File: src/pkg/bcs_pkg.sv
package bcs_pkg;
  localparam logic [7:0] BCS_ADDR_BYTE2 = 8'h4d;
  localparam logic [7:0] BCS_ADDR_BYTE3 = 8'h4e;
  localparam logic [7:0] BCS_ADDR_CTL = 8'h4f;
  localparam logic [7:0] BCS_ADDR_STS = 8'h50;
  localparam logic [7:0] BCS_BYTE_RESET = 8'h00;
  localparam int BCS_CTL_SRC_BIT = 4;
  localparam int BCS_CTL_EN_BIT = 3;
  localparam int BCS_CTL_WIPE_BIT = 2;
  localparam int BCS_CTL_RELOAD_BIT = 1;
  localparam int BCS_CTL_BLOCK_BIT = 0;
  localparam int BCS_STS_SUPPLY_BIT = 7;
  localparam int BCS_STS_HDMI_BIT = 6;
  localparam int BCS_STS_CIPHER_BIT = 5;
  localparam int BCS_STS_INIT_BIT = 4;
  localparam int BCS_STS_REMOTE_BIT = 3;
  localparam int BCS_STS_CFG_BIT = 2;
  localparam int BCS_STS_CFGSUM_BIT = 1;
  localparam int BCS_STS_IDSUM_BIT = 0;
  localparam logic [7:0] BCS_STS_RESET = 8'h03;
  localparam int BCS_CFG_SUM_BYTES = 128;
  localparam int BCS_ID_SUM_BYTES = 256;
  localparam longint BCS_CLK_HZ = 50000000;
  localparam longint BCS_INT_SRC_HZ = 50000000;
  localparam longint BCS_EXT_SRC_HZ = 25000000;
  localparam longint BCS_CEC_HZ_X1000 = 32768000;
  typedef enum logic {BCS_SRC_INTERNAL, BCS_SRC_EXTERNAL} bcs_src_type;
endpackage

File: src/pkg/bcs_cec_if.sv
`timescale 1ns/1ps
interface bcs_cec_if;
  logic enable;
  logic source;
  logic ext_tick;
  logic cec_tick;
  modport ctl (output enable, output source, output ext_tick, input cec_tick);
  modport gen (input enable, input source, input ext_tick, output cec_tick);
endinterface

File: src/logic/bcs_cec_gen.sv
`timescale 1ns/1ps
module bcs_cec_gen
  import bcs_pkg::*;
#(
  parameter int ACC_W = 32
) (
  input wire logic clk,
  input wire logic rst,
  input wire logic ce,
  bcs_cec_if.gen cec
);
  // fractional accumulator: each source tick adds the output rate
  localparam logic [ACC_W-1:0] INC = ACC_W'(BCS_CEC_HZ_X1000 / 1000);
  localparam logic [ACC_W-1:0] MOD_INT = ACC_W'(BCS_INT_SRC_HZ);
  localparam logic [ACC_W-1:0] MOD_EXT = ACC_W'(BCS_EXT_SRC_HZ);
  logic [ACC_W-1:0] acc_r;
  logic cec_r;
  wire src_tick = (cec.source == BCS_SRC_EXTERNAL) ? cec.ext_tick : 1'b1;
  wire [ACC_W-1:0] modulus = (cec.source == BCS_SRC_EXTERNAL) ? MOD_EXT
                                                                : MOD_INT;
  wire [ACC_W:0] sum = {1'b0, acc_r} + {1'b0, INC};
  wire wrap = sum >= {1'b0, modulus};
  wire [ACC_W-1:0] acc_nxt = wrap ? ACC_W'(sum - {1'b0, modulus})
                                  : sum[ACC_W-1:0];
  always_ff @(posedge clk or posedge rst) begin
    if (rst) begin
      acc_r <= '0;
      cec_r <= 1'b0;
    end else if (ce) begin
      if (!cec.enable) begin
        acc_r <= '0;
        cec_r <= 1'b0;
      end else if (src_tick) begin
        acc_r <= acc_nxt;
        cec_r <= wrap;
      end else begin
        cec_r <= 1'b0;
      end
    end
  end
  assign cec.cec_tick = cec_r;
endmodule // bcs_cec_gen

File: src/logic/bcs_edid_seq.sv
`timescale 1ns/1ps
module bcs_edid_seq
  import bcs_pkg::*;
(
  input wire logic clk,
  input wire logic rst,
  input wire logic ce,
  input wire logic start,
  input wire logic wipe,
  input wire logic mem_done,
  input wire logic sum_ok,
  output logic mem_start,
  output logic mem_wipe,
  output logic busy,
  output logic finish,
  output logic sum_ok_r
);
  typedef enum logic [1:0] {BCS_IDLE, BCS_ISSUE, BCS_WAIT} bcs_seq_type;
  bcs_seq_type st_r;
  always_ff @(posedge clk or posedge rst) begin
    if (rst) begin
      st_r <= BCS_IDLE;
      mem_start <= 1'b0;
      mem_wipe <= 1'b0;
      finish <= 1'b0;
      sum_ok_r <= 1'b0;
    end else if (ce) begin
      mem_start <= 1'b0;
      finish <= 1'b0;
      unique case (st_r)
        BCS_IDLE: if (start) begin
          st_r <= BCS_ISSUE;
        end
        BCS_ISSUE: begin
          // wipe rises with the start pulse so the loader sees both at once
          mem_wipe <= wipe;
          mem_start <= 1'b1;
          st_r <= BCS_WAIT;
        end
        BCS_WAIT: if (mem_done) begin
          finish <= 1'b1;
          sum_ok_r <= sum_ok;
          mem_wipe <= 1'b0;
          st_r <= BCS_IDLE;
        end
        default: st_r <= BCS_IDLE;
      endcase
    end
  end
  assign busy = st_r != BCS_IDLE;
endmodule // bcs_edid_seq

File: src/logic/bcs_regs.sv
`timescale 1ns/1ps
// How it works
// - two RW window bytes, reset zero
// - CEC source bit picks internal or 25MHz
// - CEC clock runs only when enabled
// - wipe needs reload; cleared on finish
// - reload bit starts reload, self-clears
// - strap-latched DDC block bit, read-only
// - status bit 7 shows receiver supply
// - status bit 6 shows HDMI interrupt
// - status bit 5 shows cipher interrupt
// - init done only after config done
// - status bit 2 marks config done
// - status bit 3 marks remote load
// - config checksum result in bit 1
// - ID checksum result in bit 0
// - APB read result fills window bytes
module bcs_regs
  import bcs_pkg::*;
(
  input wire logic clk,
  input wire logic rst,
  input wire logic ce,
  input wire logic [7:0] reg_addr,
  input wire logic reg_wr,
  input wire logic reg_rd,
  input wire logic [7:0] reg_wdata,
  output logic [7:0] reg_rdata,
  input wire logic apb_rd_done,
  input wire logic [15:0] apb_rd_upper,
  input wire logic strap_pin_zero,
  input wire logic receiver_supply_input,
  input wire logic hdmi_irq_pending,
  input wire logic cipher_tx_irq_pending,
  input wire logic cfg_seq_done,
  input wire logic cfg_sum_pass,
  input wire logic init_seq_done,
  input wire logic remote_load_done,
  input wire logic remote_sum_pass,
  input wire logic ext_osc_tick,
  input wire logic edid_mem_done,
  input wire logic edid_sum_pass,
  output logic [7:0] window_data_byte_two,
  output logic [7:0] window_data_byte_three,
  output logic cec_tick_out,
  output logic edid_mem_start,
  output logic edid_mem_wipe,
  output logic display_id_ddc_block
);
  logic [7:0] byte2_r;
  logic [7:0] byte3_r;
  logic src_r;
  logic en_r;
  logic wipe_r;
  logic reload_r;
  logic block_r;
  logic strap_taken_r;
  logic supply_r;
  logic hdmi_r;
  logic cipher_r;
  logic cfg_done_r;
  logic init_done_r;
  logic remote_r;
  logic cfgsum_r;
  logic idsum_r;
  logic [7:0] rdata_r;
  logic cec_out_r;
  logic mem_start_r;
  logic mem_wipe_r;
  logic seq_start;
  logic seq_busy;
  logic seq_finish;
  logic seq_sum;
  logic seq_mem_start;
  logic seq_mem_wipe;

  wire wr_b2 = reg_wr && reg_addr == BCS_ADDR_BYTE2;
  wire wr_b3 = reg_wr && reg_addr == BCS_ADDR_BYTE3;
  wire wr_ctl = reg_wr && reg_addr == BCS_ADDR_CTL;
  wire wr_reload = wr_ctl && reg_wdata[BCS_CTL_RELOAD_BIT];
  wire [7:0] ctl_view = {3'h0, src_r, en_r, wipe_r, reload_r, block_r};
  wire [7:0] sts_view = {supply_r, hdmi_r, cipher_r, init_done_r,
                         remote_r, cfg_done_r, cfgsum_r, idsum_r};
  wire [7:0] rd_mux = (reg_addr == BCS_ADDR_BYTE2) ? byte2_r :
                      (reg_addr == BCS_ADDR_BYTE3) ? byte3_r :
                      (reg_addr == BCS_ADDR_CTL) ? ctl_view :
                      (reg_addr == BCS_ADDR_STS) ? sts_view : 8'h00;
  assign seq_start = reload_r && !seq_busy && !seq_finish;

  bcs_cec_if cec_bus ();
  assign cec_bus.enable = en_r;
  assign cec_bus.source = src_r;
  assign cec_bus.ext_tick = ext_osc_tick;

  bcs_cec_gen #(.ACC_W(32)) u_cec (
    .clk(clk),
    .rst(rst),
    .ce(ce),
    .cec(cec_bus.gen)
  );

  bcs_edid_seq u_seq (
    .clk(clk),
    .rst(rst),
    .ce(ce),
    .start(seq_start),
    .wipe(wipe_r),
    .mem_done(edid_mem_done),
    .sum_ok(edid_sum_pass),
    .mem_start(seq_mem_start),
    .mem_wipe(seq_mem_wipe),
    .busy(seq_busy),
    .finish(seq_finish),
    .sum_ok_r(seq_sum)
  );

  // window bytes: host write, or captured from an APB read
  always_ff @(posedge clk or posedge rst) begin
    if (rst) begin
      byte2_r <= BCS_BYTE_RESET;
      byte3_r <= BCS_BYTE_RESET;
    end else if (ce) begin
      if (apb_rd_done) begin
        byte2_r <= apb_rd_upper[7:0];
        byte3_r <= apb_rd_upper[15:8];
      end else begin
        if (wr_b2) begin
          byte2_r <= reg_wdata;
        end
        if (wr_b3) begin
          byte3_r <= reg_wdata;
        end
      end
    end
  end

  // control: reload and wipe self-clear when the sequence finishes
  always_ff @(posedge clk or posedge rst) begin
    if (rst) begin
      src_r <= 1'b0;
      en_r <= 1'b0;
      wipe_r <= 1'b0;
      reload_r <= 1'b0;
    end else if (ce) begin
      if (wr_ctl) begin
        src_r <= reg_wdata[BCS_CTL_SRC_BIT];
        en_r <= reg_wdata[BCS_CTL_EN_BIT];
      end
      if (wr_reload && !reload_r) begin
        reload_r <= 1'b1;
        wipe_r <= reg_wdata[BCS_CTL_WIPE_BIT];
      end else if (seq_finish) begin
        reload_r <= 1'b0;
        wipe_r <= 1'b0;
      end
    end
  end

  // strap caught on the first enabled edge after reset release
  always_ff @(posedge clk or posedge rst) begin
    if (rst) begin
      block_r <= 1'b0;
      strap_taken_r <= 1'b0;
    end else if (ce && !strap_taken_r) begin
      block_r <= strap_pin_zero;
      strap_taken_r <= 1'b1;
    end
  end

  // status: register inputs; host writes to it have no effect
  always_ff @(posedge clk or posedge rst) begin
    if (rst) begin
      supply_r <= BCS_STS_RESET[BCS_STS_SUPPLY_BIT];
      hdmi_r <= BCS_STS_RESET[BCS_STS_HDMI_BIT];
      cipher_r <= BCS_STS_RESET[BCS_STS_CIPHER_BIT];
      init_done_r <= BCS_STS_RESET[BCS_STS_INIT_BIT];
      remote_r <= BCS_STS_RESET[BCS_STS_REMOTE_BIT];
      cfg_done_r <= BCS_STS_RESET[BCS_STS_CFG_BIT];
      cfgsum_r <= BCS_STS_RESET[BCS_STS_CFGSUM_BIT];
      idsum_r <= BCS_STS_RESET[BCS_STS_IDSUM_BIT];
    end else if (ce) begin
      supply_r <= receiver_supply_input;
      hdmi_r <= hdmi_irq_pending;
      cipher_r <= cipher_tx_irq_pending;
      if (cfg_seq_done) begin
        cfg_done_r <= 1'b1;
        cfgsum_r <= cfg_sum_pass;
      end
      if (init_seq_done && cfg_done_r) begin
        init_done_r <= 1'b1;
      end
      if (remote_load_done) begin
        remote_r <= 1'b1;
        idsum_r <= remote_sum_pass;
      end else if (seq_finish) begin
        idsum_r <= seq_sum;
      end
    end
  end

  always_ff @(posedge clk or posedge rst) begin
    if (rst) begin
      rdata_r <= 8'h00;
      cec_out_r <= 1'b0;
      mem_start_r <= 1'b0;
      mem_wipe_r <= 1'b0;
    end else if (ce) begin
      if (reg_rd) begin
        rdata_r <= rd_mux;
      end
      cec_out_r <= cec_bus.cec_tick;
      mem_start_r <= seq_mem_start;
      mem_wipe_r <= seq_mem_wipe;
    end
  end

  assign reg_rdata = rdata_r;
  assign window_data_byte_two = byte2_r;
  assign window_data_byte_three = byte3_r;
  assign cec_tick_out = cec_out_r;
  assign edid_mem_start = mem_start_r;
  assign edid_mem_wipe = mem_wipe_r;
  assign display_id_ddc_block = block_r;
endmodule // bcs_regs

File: config.mk
export PLATFORM = sky130hd
export DESIGN_NAME = bcs_regs
export DESIGN_NICKNAME = d
export VERILOG_FILES = /design/src/pkg/bcs_pkg.sv /design/src/pkg/bcs_cec_if.sv /design/src/logic/bcs_cec_gen.sv /design/src/logic/bcs_edid_seq.sv /design/src/logic/bcs_regs.sv
export SDC_FILE = /design/constraint.sdc
export NUM_CORES = 1
export LEC_CHECK = 0
export ABC_AREA = 1
export BUFFER_PORTS_ARGS = -buffer_cell sky130_fd_sc_hd__buf_2
export CAP_MARGIN = 10
export CORE_UTILIZATION = 62
export CTS_CLUSTER_SIZE = 10
export DETAILED_ROUTE_END_ITERATION = 7
export HOLD_SLACK_MARGIN = 0.1
export PLACE_DENSITY_LB_ADDON = 0.25
export SYNTH_ARGS = -nofsm -noshare
export SYNTH_HDL_FRONTEND = slang
export SYNTH_SLANG_ARGS = --single-unit
File: constraint.sdc
create_clock -name clk -period 7.3 [get_ports clk]
set_input_delay 1.46 -clock clk [delete_from_list [all_inputs] [get_ports clk]]
set_output_delay 1.46 -clock clk [all_outputs]
set_load 0.01 [all_outputs]
==> metrics.txt, run 1 <==
Async SR Flop Fraction 100%; die area 8230 um^2; I/O Buffers 77; Clock Sinks 74; H-tree depth 3; vias in the first global route 4,842; CTS max path bufs 2; Via Count 5,088; Final Max Slew Viols 0; Setup Crit Path Kind reg -> reg; Final Cycle Share 49.9%; Slew @ Worst Pin 1060 ps; Die X 90.7 um; Final Hold Vio Count 0; 1st-iter DRT viols 468; Final setup viols 0; Antenna Cells 0; Area growth, synth to finish 13.3%; Final Util 74.3%; first-pass GRT wire length around 22,000 um; Setup Fix Bufs, Post-CTS 0; Power Total 1810 uW; worst-skew pair later-pin latency approximately 350 ps; post-synthesis register bit count 74; fmax 274 MHz; CP endpoint kind flip-flop; CTS resizes 0; pin count of the biggest net entering global routing 75; Relative slew margins 29.0%; Avg Synthesized Cell Area between 6 and 7 um^2; hold_buf cts 0; DR vias/cell 5.74; die span in y 90.7 um; Max Used Layer met4; minimum clock period after layout 3640 ps; WL/cell 14.7 um; Worst Path Buf+Inv 2; max cap viols 0; CTS tree done; met3 wire length 1010 um; layout cells sized above 1 16.0%; First-pass DRT Iterations 6; RSZ-0062 raised after global routing false; Final Worst Setup Slack 3660 ps; GP Congestion 0.939; Routed Antenna Nets 0; WL met2 6140 um; nets approximately 840; critical-path maximum fanout 20; synth unique cells 38; Yosys top cell area share 36.9%; Critical Path Most Common Cell nand2_1; worst ir drop on vdd 0.000155 V; CP Cell Sequence ha_1 > nand2_2 > nor2_1 > nand2_1 > xor2_1 > inv_1 > ha_1 > nand2_1 > inv_1 > nand3_1 > nor2_1 > nor2_1 > nand2_1 > nand2_2 > nand2_2 > nand2_1 > nor2_2 > nand2_1 > nand2_1; Num CTS Buffers 9; DRC 0; Cell Area, Synth 4880 um^2; Fin Clk Skew 13.1 ps; Top FF cell, synth dfrtp_1; Mapped Nets about 770; hold_ws 470 ps; CP Launch Type flip-flop; CTS Root Cell clkbuf_8; outcome complete, no violations; HPWL Detailed 9760 um; Cells after Synth about 700; CP delay by family, top simple AND/OR/NAND/NOR gates; pre-CTS WS roughly 3700 ps; P_leak 0.00290 uW; GRT overflow 0; Initial Util between 60 and 70%; post-synth top area cell dfrtp_1; Post-synth EDFFs 0; # rows 31; Critical Path Slowest Stage Cell dfrtp_1; Post-Route Setup TNS 0 ps; Routed Wire Length between 10,000 and 15,000 um; max incr delay on CP 470 ps; CTS clk-pin slew, worst paths 80 ps; PwrDens 327 nW/um^2; Seq/Total Area, Yosys 38.0%; IO Pins 78; worst min-delay path category reg -> reg; Worst Path Arrival ~4000 ps; DRT met1 WL between 5000 and 6000 um; Synth area leaders dfrtp_1, nand2_1, inv_1; synth warn 0; All-Layer GR Usage 33.0%; Core ar. 7450 um^2; initial antenna violation count 0; CP Data Required Time around 7600 ps
==> logic make-up after synthesis <==
kind of cell	after synthesis	synth area share [%]
AO/OA/AOI/OAI	87	10.8
XOR/XNOR	23	4.13
adder cells (fa/ha/maj)	12	3.23
buffers and inverters	96	7.87
flip-flops	74	38.0
multiplexers	1	0.231
AND/OR/NAND/NOR	413	35.8
==> state kept, by name, summed over array words and instances, names as in the netlist, 2 cells and up <==
| register | flops |
|---|---|
| u_cec.acc_r | 26 |
| reg_rdata | 8 |
| window_data_byte_three | 8 |
| window_data_byte_two | 8 |
| u_seq.st_r | 2 |
==> per-stage QoR <==
step                      instances  cell area, um^2
final                           886             5530
after global routing            886             5530
after CTS                       886             5530
after detailed placement        870             5330
after global placement          870             5330
after floorplan                 706             4880
==> cell type report <==
cell class / count / area, um^2
clock buffers: 11 / 141
clock inverters: 5 / 62.6
fillers: 592 / 1920
inverters: 83 / 312
multi-input cells: 536 / 2640
flip-flops and latches: 74 / 1850
well taps: 99 / 124
repair buffers: 78 / 393
==> cell usage after synthesis, types with 2 or more instances <==
cell	instances
nand3_1	52
o21ai_1	8
xnor2_1	4
clkbuf_1	6
inv_1	78
buf_2	4
nor2_4	2
nor3_1	7
buf_6	2
o2111ai_1	2
a31oi_1	17
o21ai_0	30
nand4_1	19
dfstp_2	2
o211ai_1	4
dfrtp_1	72
a21oi_1	13
nand2_1	237
nand2_2	12
nand3b_1	3
a21o_1	2
inv_2	4
ha_1	11
a221oi_1	5
nor2_1	73
nor2_2	7
xor2_1	19
==> path summary, 6_finish.rpt <==
path	from	to	slack, ps	depth (start not counted)
setup / recovery	u_cec.acc_r[15]$_DFFE_PP0P_	u_cec.acc_r[10]$_DFFE_PP0P_	3660	19
max in group asynchronous	rst	u_cec.acc_r[23]$_DFFE_PP0P_	5320	3
hold / removal	cec_tick_out$_DFFE_PP0P_	cec_tick_out$_DFFE_PP0P_	470	2
min in group asynchronous	rst	u_cec.acc_r[7]$_DFFE_PP0P_	1380	3
hold reg to reg	cec_tick_out$_DFFE_PP0P_	cec_tick_out$_DFFE_PP0P_	470	2
setup reg to reg	u_cec.acc_r[15]$_DFFE_PP0P_	u_cec.acc_r[10]$_DFFE_PP0P_	3660	19
==> tightest hold or removal path, delay by kind of cell (launching register included) <==
family	cells	cell delay [ps]
DFF	1	350
and+or+nand+nor	2	100
==> power by group <==
group | total (uW) | internal (uW) | switching [uW]
Sequential | 624 | 510 | 114
Combinational | 852 | 299 | 553
Clock | 331 | 169 | 161
==> per-layer routing <==
layer | vias up | GRT usage, %
met5 | - | 0
met4 | 0 | 16.0
met3 | 54 | 4.88
met2 | 283 | 56.0
met1 | 2307 | 41.2
li1 | 2444 | -
==> cells in the final DEF (no fill, tap or decap), types with 2 or more instances in the layout <==
cell	count
o211ai_1	4
ha_1	11
o2111ai_1	2
xnor2_1	4
a21oi_1	13
a221oi_1	5
nor2_4	2
nand3_1	52
inv_1	77
inv_2	5
a21o_1	2
nor2_2	7
a31oi_1	17
nor3_1	7
nand3b_1	3
o21ai_0	30
dfstp_2	2
nand4_1	19
buf_2	77
clkbuf_8	10
nor2_1	73
dfrtp_1	72
xor2_1	19
o21ai_1	8
nand2_2	12
clkinvlp_4	2
nand2_1	237
No activity file was read; power rests on OpenSTA's default activity.
==> inputs of run 2 (changes only) <==
- CORE_UTILIZATION: 62 -> 57
- clock period: 7.3 -> 3.7 ns (I/O delays scaled with it)
==> run 2 against run 1 <==
Net effect:
- wire length down 1.2%
- clock power up 110%
- fmax up 13%
- die area up 8.6%
- power up 100%
- final cell count up 1.0%
- count of clock-buffer cells in the layout down 2
- sequential power up 96%
- core utilization down 6.7 points
- clock skew up 6.1 ps
- largest power group unchanged
- highest routed layer unchanged
==> metrics.txt, run 2 (synthesis results as in run 1) <==
die area 8940 um^2 (+8.6%); First-pass DRT Iterations 6 (unchanged); worst-skew pair later-pin latency 350 ps (about the same); # rows 33 (+6.5%); max cap viols 0 (unchanged); Final setup viols 0 (unchanged); Critical Path Most Common Cell nand2_1; Slew @ Worst Pin 963 ps (-94.5 ps); CP endpoint kind flip-flop; Routed Antenna Nets 0 (unchanged); most common cell after layout, fill and taps aside nand2_1; GRT overflow 0 (unchanged); CP delay by family, top simple AND/OR/NAND/NOR gates; Area growth, synth to finish 14.2%; P_leak 0.00294 uW (+1.2%); WP depth 19 (unchanged); 1st-iter DRT viols 384 (-18%); Setup Crit Path Kind reg -> reg; WL/cell 14.3 um (-2.2%); Final Cycle Share 87.4% (+37 points); design area 5580 um^2 (+0.86%); first-pass GRT wire length 21,400 um (-1.6%); Setup Fix Bufs, Post-CTS 0 (unchanged); CTS Root Cell clkbuf_8; Routed Wire Length 12,800 um (-1.2%); RSZ-0062 raised after global routing false; Final Worst Setup Slack 468 ps (-3190 ps); Fin Clk Skew 19.2 ps (+6.13 ps); I/O Buffers 77 (unchanged); initial antenna violation count 0 (unchanged); nets 847 (+0.36%); worst ir drop on vdd 0.000306 V (+98%); Worst Path Arrival 3530 ps (-410 ps); critical-path maximum fanout 20 (unchanged); worst setup path startpoint u_cec.acc_r[15]$_DFFE_PP0P_; HPWL Detailed 10,100 um (+4.0%); GP Congestion 0.914 (-2.7%); r2r startpoint u_cec.acc_r[15]$_DFFE_PP0P_; outcome complete, no violations; fmax 309 MHz (+13%); Final Max Slew Viols 0 (unchanged); die span in y 94.6 um (+4.2%); Clock Sinks 74 (unchanged); Post-Route Setup TNS 0 ps (unchanged); CP Launch Type flip-flop; CTS max path bufs 2 (unchanged); Critical Path Slowest Stage Cell dfrtp_1; pre-CTS WS 387 ps (-3360 ps); Top reg by flops u_cec.acc_r; CP Cell Sequence ha_1 > nand2_2 > nor2_1 > nand2_1 > xor2_1 > inv_1 > ha_1 > nand2_1 > inv_1 > nand3_1 > nor2_1 > nor2_1 > nand2_1 > nand2_2 > nand2_4 > nand2_1 > nor2_2 > nand2_1 > nand2_1; CP Data Required Time 3990 ps (-3600 ps); All-Layer GR Usage 30.9% (-2.1 points); minimum clock period after layout 3230 ps (-412 ps); CTS tree done; max incr delay on CP 450 ps (-20 ps); number of cells on the worst hold path 2 (unchanged); Antenna Cells 0 (unchanged); pin count of the biggest net entering global routing 49 (-35%); Initial Util 59.1% (-6.4 points); Placed Area 5360 um^2 (+0.56%); H-tree depth 3 (unchanged); FF-to-FF End u_cec.acc_r[6]$_DFFE_PP0P_; Final Hold Vio Count 0 (unchanged); Relative slew margins 35.7% (+6.7 points); PwrDens 647 nW/um^2 (+98%); Num CTS Buffers 9 (unchanged); Worst Path Buf+Inv 2 (unchanged); layout cells sized above 1 16.5% (+0.45 points); max FFs per register 26 (unchanged); Via Count 4,831 (-5.1%); worst reg2reg path depth 19 (unchanged); r2r setup slk 470 ps (-3190 ps); CTS clk-pin slew, worst paths 90 ps (about the same); DR vias/cell 5.40 (-6.0%); vias in the first global route 4,664 (-3.7%); Core ar. 8260 um^2 (+11%); worst min-delay path category reg -> reg; most frequent cells in the layout nand2_1, inv_1, buf_2; worst setup path end u_cec.acc_r[6]$_DFFE_PP0P_; IO Pins 78 (unchanged); Die X 94.6 um (+4.2%); DRC 0 (unchanged)
-- run 2: cell count changes in the layout (fill, tap and decap cells not counted), sizes merged --
| cell | delta |
|---|---|
| buf | +3 |
| clkinvlp | -2 |
| clkbuf | -2 |
| clkinv | +3 |
| bufinv | +1 |
-- run 2: layout make-up --
cell class / count / area (um^2)
clock buffers: 9 / 124
clock inverters: 7 / 92.6
fillers: 728 / 2680
inverters: 83 / 312
multi-input cells: 536 / 2650
flip-flops and latches: 74 / 1850
well taps: 105 / 131
repair buffers: 81 / 415
-- run 2: repair_timing --
item | in CTS | in global routing
endpoints found under the setup margin | 0 | 7
gates resized for setup | 0 | 1
hold buffers | 0 | 0
-- run 2: worst min-delay path by stage --
stage,from,endpoint,slack [ps]
floorplan,strap_taken_r$_DFFE_PP0P_,strap_taken_r$_DFFE_PP0P_,420
global placement,strap_taken_r$_DFFE_PP0P_,strap_taken_r$_DFFE_PP0P_,440
detailed placement,strap_taken_r$_DFFE_PP0P_,strap_taken_r$_DFFE_PP0P_,440
CTS,strap_taken_r$_DFFE_PP0P_,strap_taken_r$_DFFE_PP0P_,460
global route,strap_taken_r$_DFFE_PP0P_,strap_taken_r$_DFFE_PP0P_,490
finish,strap_taken_r$_DFFE_PP0P_,strap_taken_r$_DFFE_PP0P_,460
-- run 2: tightest hold or removal path, cell delays in order, from the launching register on --
cell and delay (ps):
dfrtp_1 330, inv_1 50, nand2_1 60
-- run 2: metal layers --
layer	part of all wire, %	wire, um	global-route usage [%]
met5	0	0	0
met3	5.1	654	4.35
met4	3.0	386	12.9
met1	45	5760	40.2
met2	47	6040	51.8
-- run 2: power by group --
part	leakage (uW)	internal, uW	total, uW	switching [uW]
Combinational	0.00193	598	1690	1100
Clock	0.000113	380	690	310
Sequential	0.000895	1010	1220	217
-- run 2: through the flow --
stage          util [%]  hold WS (ps)  instances  power, uW
3_3_place_gp       64.9           436        879       2840
5_1_grt            67.5           488        895       3900
3_5_place_dp       64.9           443        879       2890
6_report           67.5           460        895       3610
4_1_cts            67.5           463        895       3580
2_1_floorplan         -           423        706       2470
